`config.mk`:
```
export PLATFORM = sky130hd
export DESIGN_NAME = ndce_top
export DESIGN_NICKNAME = d
export VERILOG_FILES = /design/src/design/ndce_pkg.sv /design/src/design/ndce_top.sv
export SDC_FILE = /design/constraint.sdc
export NUM_CORES = 1
export LEC_CHECK = 0
export BUFFER_PORTS_ARGS = -buffer_cell sky130_fd_sc_hd__clkbuf_2
export CELL_PAD_IN_SITES_DETAIL_PLACEMENT = 0
export CELL_PAD_IN_SITES_GLOBAL_PLACEMENT = 1
export CORE_MARGIN = 2
export CORE_UTILIZATION = 30
export CTS_BUF_LIST = sky130_fd_sc_hd__clkbuf_16
export CTS_CLUSTER_SIZE = 8
export DETAILED_ROUTE_END_ITERATION = 10
export PLACE_DENSITY = 0.63
export SYNTH_ARGS = -nofsm -noshare
export SYNTH_HDL_FRONTEND = slang
export SYNTH_SLANG_ARGS = --single-unit
```
`constraint.sdc`:
```
create_clock -name ref_clk -period 7.71 [get_ports ref_clk]
set_clock_uncertainty 0.05 [all_clocks]
set_input_delay 0 -clock ref_clk [delete_from_list [all_inputs] [get_ports ref_clk]]
set_output_delay 0 -clock ref_clk [all_outputs]
set_load 0.05 [all_outputs]
```
`src/design/ndce_pkg.sv`:
```
// constants for the nfc direct command executor
package ndce_pkg;
  localparam longint CLK_HZ = 64'd20000000;
  localparam longint FC_HZ  = 64'd13560000;
  localparam int     CLK_NS = 50;
  // carrier-period figures
  localparam int IDT_FC   = 4096;
  localparam int ADT_FC   = 768;
  localparam int RFW_FC   = 512;
  localparam int GUNIT_FC = 64;
  localparam int IDT_CYC  = int'((IDT_FC * CLK_HZ + FC_HZ - 1) / FC_HZ);
  localparam int ADT_CYC  = int'((ADT_FC * CLK_HZ + FC_HZ - 1) / FC_HZ);
  localparam int RFW_CYC  = int'((RFW_FC * CLK_HZ + FC_HZ - 1) / FC_HZ);
  localparam int GUNIT_CYC = int'((GUNIT_FC * CLK_HZ + FC_HZ - 1) / FC_HZ);
  localparam int GBASE_NS  = 75000;
  localparam int GBASE_CYC = (GBASE_NS + CLK_NS - 1) / CLK_NS;
  localparam int AMP_MAX_NS  = 25000;
  localparam int AMP_MAX_CYC = AMP_MAX_NS / CLK_NS;
  localparam int ADC_CONV_CYC = 32;
  // direct command codes
  localparam logic [7:0] CMD_SET_DEFAULT = 8'hc1;
  localparam logic [7:0] CMD_STOP_ALL    = 8'hc2;
  localparam logic [7:0] CMD_TX_CRC      = 8'hc4;
  localparam logic [7:0] CMD_TX_NOCRC    = 8'hc5;
  localparam logic [7:0] CMD_TX_REQA     = 8'hc6;
  localparam logic [7:0] CMD_TX_WUPA     = 8'hc7;
  localparam logic [7:0] CMD_FIELD_INIT  = 8'hc8;
  localparam logic [7:0] CMD_FIELD_RESP  = 8'hc9;
  localparam logic [7:0] CMD_MASK_RX     = 8'hd0;
  localparam logic [7:0] CMD_UNMASK_RX   = 8'hd1;
  localparam logic [7:0] CMD_CHANGE_MOD  = 8'hd2;
  localparam logic [7:0] CMD_MEAS_AMP    = 8'hd3;
  localparam logic [7:0] CMD_CLEAR_FIFO  = 8'hdb;
  // register byte offsets
  localparam logic [7:0] OFS_CMD    = 8'h00;
  localparam logic [7:0] OFS_CFG    = 8'h04;
  localparam logic [7:0] OFS_GUARD  = 8'h08;
  localparam logic [7:0] OFS_IRQ    = 8'h0c;
  localparam logic [7:0] OFS_STATUS = 8'h10;
  localparam logic [7:0] OFS_ADC    = 8'h14;
  // cfg fields
  localparam int CFG_THR_LSB = 0;
  localparam int CFG_RFW_LSB = 8;
  localparam int CFG_TYPEF   = 10;
  localparam int CFG_PTGT    = 11;
  localparam logic [11:0] CFG_RST   = 12'h000;
  localparam logic [7:0]  GUARD_RST = 8'h00;
  // irq status bits
  localparam int IRQ_APON = 0;
  localparam int IRQ_CAT  = 1;
  localparam int IRQ_CAC  = 2;
  localparam logic [1:0] AR_RST  = 2'h0;
  localparam logic [1:0] AR_STOP = 2'h1;
  typedef enum logic [1:0] {
    NDCE_IDLE, NDCE_DELAY, NDCE_GUARD, NDCE_AMP
  } ndce_state_e;
endpackage

```
`src/design/ndce_top.sv`:
```
// nfc direct command executor with apb register access
`timescale 1ns/100ps
module ndce_top
  import ndce_pkg::*;
#(
  parameter int IDT_CYCLES = IDT_CYC
) (
  input  wire logic        ref_clk,
  input  wire logic        rst_n,
  input  wire logic [7:0]  paddr,
  input  wire logic        psel,
  input  wire logic        penable,
  input  wire logic        pwrite,
  input  wire logic [31:0] pwdata,
  output logic [31:0]      prdata,
  output logic             pready,
  output logic             pslverr,
  input  wire logic [7:0]  rf_level,
  input  wire logic [7:0]  adc_value,
  input  wire logic        tx_busy,
  input  wire logic        nrt_expired,
  input  wire logic        mrt_running,
  output logic             fifo_clr,
  output logic             tx_start,
  output logic             tx_crc,
  output logic             tx_short,
  output logic             tx_raw,
  output logic             tx_abort,
  output logic             rx_start,
  output logic             rx_masked,
  output logic             crc_check,
  output logic             timers_stop,
  output logic             temp_en_stop,
  output logic             mrt_reset,
  output logic             fdt_clear,
  output logic             rx_prep,
  output logic             tx_en,
  output logic             am_mod,
  output logic             amp_meas,
  output logic             regs_default,
  output logic [1:0]       active_response_tracking,
  output logic             irq
);

  logic [1:0]  rst_sync_ff;
  logic        rst_n_s;
  logic        pready_ff;
  logic [31:0] prdata_ff;
  logic        pslverr_ff;
  logic [11:0] cfg_ff;
  logic [7:0]  guard_ff;
  logic [2:0]  irq_sts_ff;
  logic [2:0]  nxt_irq_sts;
  logic        irq_ff;
  logic [7:0]  adc_res_ff;
  ndce_state_e state_ff;
  logic [15:0] cnt_ff;
  logic        init_ff;
  logic        tx_run_ff;
  logic [2:0]  irq_set;
  logic        wr_acc;
  logic        cmd_go;
  logic [7:0]  cmd;
  logic        stop_go;
  logic        busy;
  logic [15:0] rfw_cyc;
  logic [15:0] guard_cyc;

  function automatic logic is_stop(input logic [7:0] c);
    return (c == CMD_STOP_ALL) || (c == CMD_SET_DEFAULT);
  endfunction

  always_ff @(posedge ref_clk or negedge rst_n) begin
    if (!rst_n) begin
      rst_sync_ff <= 2'h0;
    end else begin
      rst_sync_ff <= {rst_sync_ff[0], 1'b1};
    end
  end
  assign rst_n_s = rst_sync_ff[1];

  // one wait state keeps every bus output registered
  assign wr_acc  = psel && penable && pready_ff && pwrite;
  assign cmd_go  = wr_acc && (paddr == OFS_CMD);
  assign cmd     = pwdata[7:0];
  assign stop_go = cmd_go && is_stop(cmd);
  assign busy    = (state_ff != NDCE_IDLE);
  assign rfw_cyc = 16'(RFW_CYC) * {14'h0, cfg_ff[CFG_RFW_LSB +: 2]};
  assign guard_cyc = 16'(GBASE_CYC)
                   + 16'(GUNIT_CYC) * {8'h0, guard_ff};

  always_ff @(posedge ref_clk or negedge rst_n_s) begin
    if (!rst_n_s) begin
      pready_ff  <= 1'b0;
      prdata_ff  <= 32'h0;
      pslverr_ff <= 1'b0;
    end else begin
      pready_ff  <= psel && penable && !pready_ff;
      pslverr_ff <= 1'b0;
      prdata_ff  <= 32'h0;
      if (psel && penable && !pready_ff) begin
        unique case (paddr)
          OFS_CMD:    prdata_ff <= 32'h0;
          OFS_CFG:    prdata_ff <= {20'h0, cfg_ff};
          OFS_GUARD:  prdata_ff <= {24'h0, guard_ff};
          OFS_IRQ:    prdata_ff <= {29'h0, irq_sts_ff};
          OFS_STATUS: prdata_ff <= {23'h0, state_ff, tx_run_ff,
                                    active_response_tracking, crc_check,
                                    rx_masked, am_mod, tx_en};
          OFS_ADC:    prdata_ff <= {24'h0, adc_res_ff};
          default:    pslverr_ff <= 1'b1;
        endcase
      end
    end
  end

  always_ff @(posedge ref_clk or negedge rst_n_s) begin
    if (!rst_n_s) begin
      cfg_ff   <= CFG_RST;
      guard_ff <= GUARD_RST;
    end else if (cmd_go && cmd == CMD_SET_DEFAULT) begin
      cfg_ff   <= CFG_RST;
      guard_ff <= GUARD_RST;
    end else if (wr_acc && paddr == OFS_CFG) begin
      cfg_ff <= pwdata[11:0];
    end else if (wr_acc && paddr == OFS_GUARD) begin
      guard_ff <= pwdata[7:0];
    end
  end

  // hardware set wins over software write-one-to-clear
  always_comb begin
    nxt_irq_sts = irq_sts_ff;
    if (stop_go) begin
      nxt_irq_sts = 3'h0;
    end else if (wr_acc && paddr == OFS_IRQ) begin
      nxt_irq_sts = irq_sts_ff & ~pwdata[2:0];
    end
    nxt_irq_sts = nxt_irq_sts | irq_set;
  end

  always_ff @(posedge ref_clk or negedge rst_n_s) begin
    if (!rst_n_s) begin
      irq_sts_ff <= 3'h0;
      irq_ff     <= 1'b0;
    end else begin
      irq_sts_ff <= nxt_irq_sts;
      irq_ff     <= |nxt_irq_sts;
    end
  end

  // field-on and amplitude sequencer
  always_comb begin
    irq_set = 3'h0;
    if (!stop_go && state_ff == NDCE_DELAY && cnt_ff == 16'h0) begin
      if (rf_level >= cfg_ff[CFG_THR_LSB +: 8]) begin
        irq_set[IRQ_CAC] = 1'b1;
      end else begin
        irq_set[IRQ_APON] = 1'b1;
      end
    end
    if (!stop_go && state_ff == NDCE_GUARD && cnt_ff == 16'h0) begin
      irq_set[IRQ_CAT] = 1'b1;
    end
  end

  always_ff @(posedge ref_clk or negedge rst_n_s) begin
    if (!rst_n_s) begin
      state_ff   <= NDCE_IDLE;
      cnt_ff     <= 16'h0;
      init_ff    <= 1'b0;
      adc_res_ff <= 8'h0;
    end else if (stop_go) begin
      state_ff <= NDCE_IDLE;
      cnt_ff   <= 16'h0;
    end else begin
      unique case (state_ff)
        NDCE_IDLE: begin
          if (cmd_go && cmd == CMD_FIELD_INIT) begin
            state_ff <= NDCE_DELAY;
            cnt_ff   <= 16'(IDT_CYCLES) + rfw_cyc - 16'h1;
          end else if (cmd_go && cmd == CMD_FIELD_RESP) begin
            state_ff <= NDCE_DELAY;
            cnt_ff   <= 16'(ADT_CYC) + rfw_cyc - 16'h1;
          end else if (cmd_go && cmd == CMD_MEAS_AMP) begin
            state_ff <= NDCE_AMP;
            cnt_ff   <= 16'(ADC_CONV_CYC - 1);
          end
        end
        NDCE_DELAY: begin
          if (cnt_ff != 16'h0) begin
            cnt_ff <= cnt_ff - 16'h1;
          end else if (irq_set[IRQ_CAC]) begin
            state_ff <= NDCE_IDLE;
          end else begin
            state_ff <= NDCE_GUARD;
            cnt_ff   <= guard_cyc - 16'h1;
          end
        end
        NDCE_GUARD: begin
          if (cnt_ff != 16'h0) begin
            cnt_ff <= cnt_ff - 16'h1;
          end else begin
            state_ff <= NDCE_IDLE;
          end
        end
        NDCE_AMP: begin
          if (cnt_ff != 16'h0) begin
            cnt_ff <= cnt_ff - 16'h1;
          end else begin
            adc_res_ff <= adc_value;
            state_ff   <= NDCE_IDLE;
          end
        end
      endcase
    end
  end

  // transmitter enable, modulation, receive masking
  always_ff @(posedge ref_clk or negedge rst_n_s) begin
    if (!rst_n_s) begin
      tx_en     <= 1'b0;
      am_mod    <= 1'b0;
      amp_meas  <= 1'b0;
      rx_masked <= 1'b0;
      crc_check <= 1'b1;
    end else begin
      amp_meas <= (state_ff == NDCE_AMP) && !stop_go;
      if (cmd_go && cmd == CMD_SET_DEFAULT) begin
        tx_en     <= 1'b0;
        am_mod    <= 1'b0;
        rx_masked <= 1'b0;
        crc_check <= 1'b1;
      end else begin
        // stop-all leaves tx_en alone, so an active field stays on
        if (irq_set[IRQ_APON]) begin
          tx_en <= 1'b1;
        end
        if (cmd_go && cmd == CMD_CHANGE_MOD) begin
          am_mod <= !am_mod;
        end
        if (cmd_go && cmd == CMD_MASK_RX) begin
          rx_masked <= 1'b1;
        end else if (cmd_go && cmd == CMD_UNMASK_RX) begin
          rx_masked <= 1'b0;
        end
        if (cmd_go && (cmd == CMD_TX_REQA || cmd == CMD_TX_WUPA)) begin
          crc_check <= 1'b0;
        end else if (nrt_expired
                     || (cmd_go && cmd == CMD_TX_CRC)
                     || (cmd_go && cmd == CMD_MASK_RX)) begin
          crc_check <= 1'b1;
        end
      end
    end
  end

  // one-cycle command strobes to the datapath
  always_ff @(posedge ref_clk or negedge rst_n_s) begin
    if (!rst_n_s) begin
      fifo_clr     <= 1'b0;
      tx_start     <= 1'b0;
      tx_crc       <= 1'b0;
      tx_short     <= 1'b0;
      tx_raw       <= 1'b0;
      tx_abort     <= 1'b0;
      timers_stop  <= 1'b0;
      temp_en_stop <= 1'b0;
      mrt_reset    <= 1'b0;
      fdt_clear    <= 1'b0;
      rx_prep      <= 1'b0;
      regs_default <= 1'b0;
    end else begin
      fifo_clr     <= stop_go || (cmd_go && cmd == CMD_CLEAR_FIFO);
      tx_abort     <= stop_go
                      || (cmd_go && cmd == CMD_CLEAR_FIFO && tx_busy);
      timers_stop  <= stop_go;
      temp_en_stop <= stop_go;
      regs_default <= cmd_go && cmd == CMD_SET_DEFAULT;
      tx_start     <= cmd_go && (cmd == CMD_TX_CRC || cmd == CMD_TX_NOCRC
                      || cmd == CMD_TX_REQA || cmd == CMD_TX_WUPA);
      tx_crc       <= cmd_go && cmd == CMD_TX_CRC;
      tx_short     <= cmd_go && (cmd == CMD_TX_REQA || cmd == CMD_TX_WUPA);
      tx_raw       <= cmd_go && cmd == CMD_TX_NOCRC
                      && cfg_ff[CFG_TYPEF];
      mrt_reset    <= cmd_go && cmd == CMD_UNMASK_RX
                      && mrt_running;
      fdt_clear    <= stop_go || (cmd_go && cmd == CMD_UNMASK_RX
                      && cfg_ff[CFG_PTGT]);
      rx_prep      <= cmd_go && cmd == CMD_UNMASK_RX
                      && cfg_ff[CFG_PTGT];
    end
  end

  // transmit tracking for the automatic switch into reception
  always_ff @(posedge ref_clk or negedge rst_n_s) begin
    if (!rst_n_s) begin
      tx_run_ff                <= 1'b0;
      rx_start                 <= 1'b0;
      active_response_tracking <= AR_RST;
    end else begin
      rx_start <= tx_run_ff && !tx_busy && !stop_go;
      if (stop_go || tx_abort) begin
        tx_run_ff <= 1'b0;
      end else if (tx_start) begin
        tx_run_ff <= 1'b1;
      end else if (!tx_busy) begin
        tx_run_ff <= 1'b0;
      end
      if (stop_go) begin
        active_response_tracking <= AR_STOP;
      end
    end
  end

  assign prdata  = prdata_ff;
  assign pready  = pready_ff;
  assign pslverr = pslverr_ff;
  assign irq     = irq_ff;
endmodule

```
==> run metrics <==
outcome completed; Clock Latency Late Sink 0.36 ns; Critical R2R Capture cnt_ff[10]$_DFFE_PN0P_; Core Area 0.02109 sq mm; io pins 119; Die Width 150.8 um; Layout area overhead 16.68%; Final Hold Vio Count 0; Starting Density 0.3066; ys flop type dfrtp_1; antenna violations before repair 0; unrepaired setup endpoints after global routing no; WL/cell 16.94 um; NumNets Final 930; CTS tree yes; Async S/R FF share, synth 1.000; required time of the critical path 7.89 ns; Placer Congestion 0.8005; final setup violation count 0; PD cells 195.7 mW/mm^2; setup slack, reg-to-reg 2.93 ns; final setup margin 2.928 ns; critical path startpoint category register; worst-path fanout max 7; vias in the first global route 5103; drt initial violations 328; placed cell area 0.007015 sq mm; first-pass GRT wire length 28510 um; Multi-input gate area 0.003880 sq mm; CTS clk-pin slew, worst paths 0.07 ns; largest net degree at the start of global routing 53; sequential area share after synthesis 0.3291; count of different cell masters after synthesis 69; Cell Rows 53; post-CTS sizing 0; grt ovf 0; share of layout cells above drive strength 1 0.1679; antenna cell count 0; Place WS 2.913 ns; H-tree depth 3; root buf cell clkbuf_16; flops & latches, synth 85; Setup crit end cnt_ff[10]$_DFFE_PN0P_; Detail Placement HPWL 13740 um; I/O Buffers 77; DRC 0; sequential standard cell area 0.002132 sq mm; Die Ht 150.8 um; Synth Instances 702; Final Cell Area 0.007545 sq mm; non-filler instance count after layout 1067; CP startpoint guard_ff[4]$_DFFE_PN0P_; leakage power 3.640 nW; HP Class in -> reg; Clock Sinks 85; Worst Max-Slew Pin Slew 0.7454 ns; period utilization 0.6203; DIE AREA 0.02274 sq mm; min Tclk post-route 4.782 ns; Slew HR 0.5012; Crit Path Category reg -> reg; GR Util All Layers 0.1626; R2R depth 16; Initial DRT Pass Iterations 5; Avg Inst Size Synth 9.211 sq um; Synth area leaders dfrtp_1, ha_1, fa_1; Final Core Density 0.3578; critical path arrival 4.96 ns; clk buf depth 2; Yosys top cell area share 0.3251; area leader, netlist dfrtp_1; Max Cap Viol 0; Post-synth EDFFs 0; crit end category register; IR drop worst, VDD 0.1114 mV; Final Routed Wirelength 18070 um; Fmax 0.2091 GHz; fillers 2218; number of vias per cell 4.921; Setup TNS Final 0 ns; Num CTS Buffers 9; Final ANT Viol Nets 0; FF-to-FF Start guard_ff[4]$_DFFE_PN0P_; Placed Cells 1028; via count 5251; synthesized area 0.006466 sq mm; Slew Limit Fails 0; setup bufs post-CTS 0; YS warnings 0
cell usage in the layout, fill, tap and decap left out, types with 5 or more instances in the layout:
| cell | synthesis | routed |
|---|---|---|
| nand3_1 | 15 | 15 |
| mux2i_1 | 8 | 8 |
| o21ai_0 | 26 | 26 |
| inv_1 | 66 | 66 |
| nand2_1 | 70 | 70 |
| clkbuf_16 | 0 | 9 |
| dfrtp_1 | 84 | 83 |
| nor2_1 | 45 | 45 |
| a211oi_1 | 7 | 7 |
| nand2b_1 | 5 | 5 |
| o31ai_1 | 15 | 15 |
| xnor2_1 | 16 | 16 |
| dlygate4sd3_1 | 0 | 23 |
| clkbuf_2 | 0 | 77 |
| a222oi_1 | 5 | 5 |
| a21oi_1 | 53 | 53 |
| xor2_1 | 10 | 10 |
| nor3_1 | 14 | 14 |
| nor2b_1 | 5 | 5 |
| or2_2 | 9 | 9 |
| conb_1 | 2 | 22 |
| ha_1 | 52 | 52 |
| a21o_1 | 7 | 7 |
| and3_1 | 13 | 13 |
| a22oi_1 | 5 | 5 |
| fa_1 | 27 | 27 |
| and2_1 | 5 | 5 |
| nand4_1 | 8 | 8 |
| mux2_2 | 11 | 11 |
worst min-delay path by stage:
stage / start / to / slack (ns) / cells after the start
after floorplan: rst_n / rst_sync_ff[0]$_DFF_PN0_ / -0.35 / 0
after detailed placement: rst_n / rst_sync_ff[0]$_DFF_PN0_ / -0.26 / 1
after global routing: paddr[6] / pslverr$_DFF_PN0_ / 0.04 / 3
final: paddr[6] / pslverr$_DFF_PN0_ / 0.03 / 3
after CTS: paddr[6] / pslverr$_DFF_PN0_ / 0.03 / 3
after global placement: rst_n / rst_sync_ff[0]$_DFF_PN0_ / -0.26 / 1
cells by family (layout without fill, tap and decap cells):
logic type      count (synthesis)  count (layout)  synth area share
fa+ha+maj                      79              79            0.1842
simple gates                  220             220            0.1815
xor+xnor                       26              26           0.03522
other cells                     2              22          0.001161
compound gates                155             155            0.1538
flops                          85              85            0.3291
buf+inv                       116             186           0.08340
mux                            19              19           0.03154
flip-flops by register name, indices dropped and copies added (netlist names), 2 cells and up:
signal / flops
guard_ff: 8
cfg_ff: 12
state_ff: 2
rst_sync_ff: 2
prdata: 12
irq_sts_ff: 3
cnt_ff: 16
adc_res_ff: 8
synth_stat cells, types with 4 or more instances:
| master | instances |
|---|---|
| dfrtp_1 | 84 |
| nand2_1 | 70 |
| inv_1 | 66 |
| a21oi_1 | 53 |
| ha_1 | 52 |
| nor2_1 | 45 |
| fa_1 | 27 |
| o21ai_0 | 26 |
| buf_4 | 22 |
| clkbuf_1 | 17 |
| xnor2_1 | 16 |
| nand3_1 | 15 |
| o31ai_1 | 15 |
| nor3_1 | 14 |
| and3_1 | 13 |
| mux2_2 | 11 |
| xor2_1 | 10 |
| or2_2 | 9 |
| mux2i_1 | 8 |
| nand4_1 | 8 |
| a211oi_1 | 7 |
| a21o_1 | 7 |
| a222oi_1 | 5 |
| a22oi_1 | 5 |
| and2_1 | 5 |
| buf_2 | 5 |
| nand2b_1 | 5 |
| nor2b_1 | 5 |
| o211ai_1 | 4 |
| o21ai_1 | 4 |
worst max-delay path, cell delays in order, from the launching register on:
cell and delay (ns):
dfrtp_1 0.58, inv_1 0.13, fa_1 0.50, fa_1 0.50
inv_1 0.05, fa_1 0.52, inv_1 0.05, fa_1 0.53
inv_1 0.04, ha_1 0.33, or2_2 0.30, a21o_1 0.19
a31oi_1 0.19, xnor2_1 0.13, o21ai_0 0.27, o21ai_0 0.15
o2bb2ai_1 0.14
through the flow:
| stage | hold WS [ns] | total power [W] |
|---|---|---|
| final | 0.03067 | 0.001477 |
| after global routing | 0.04420 | 0.001565 |
| after CTS | 0.03362 | 0.001483 |
| after detailed placement | -0.2582 | 0.001023 |
| after global placement | -0.2631 | 0.001022 |
| after floorplan | -0.3456 | 0.0009144 |
metal layers:
layer / vias up / GRT usage / share of wire
met5: - / 0 / 0
met4: 0 / 0.02523 / 0.0070
met3: 8 / 0.02892 / 0.040
met2: 102 / 0.2552 / 0.46
met1: 2577 / 0.2384 / 0.49
li1: 2564 / - / -
report_power, final:
group | switching (W) | internal [W]
combinational | 0.000258 | 0.000185
sequential | 0.0000906 | 0.000495
clock | 0.000218 | 0.000230
cell type report:
type / instances / share of cell area
timing repair buffer: 103 / 0.08458
tap: 275 / 0.04561
sequential: 85 / 0.2826
multi-input combinational: 521 / 0.5143
clock inverter: 7 / 0.009784
inverter: 67 / 0.03333
clock buffer: 9 / 0.02985
what timing repair did:
action,CTS,global route
hold endpoints to repair,30,0
endpoints found under the setup margin,0,0
hold buffers,23,0
Power figures use the tool's default switching activity.
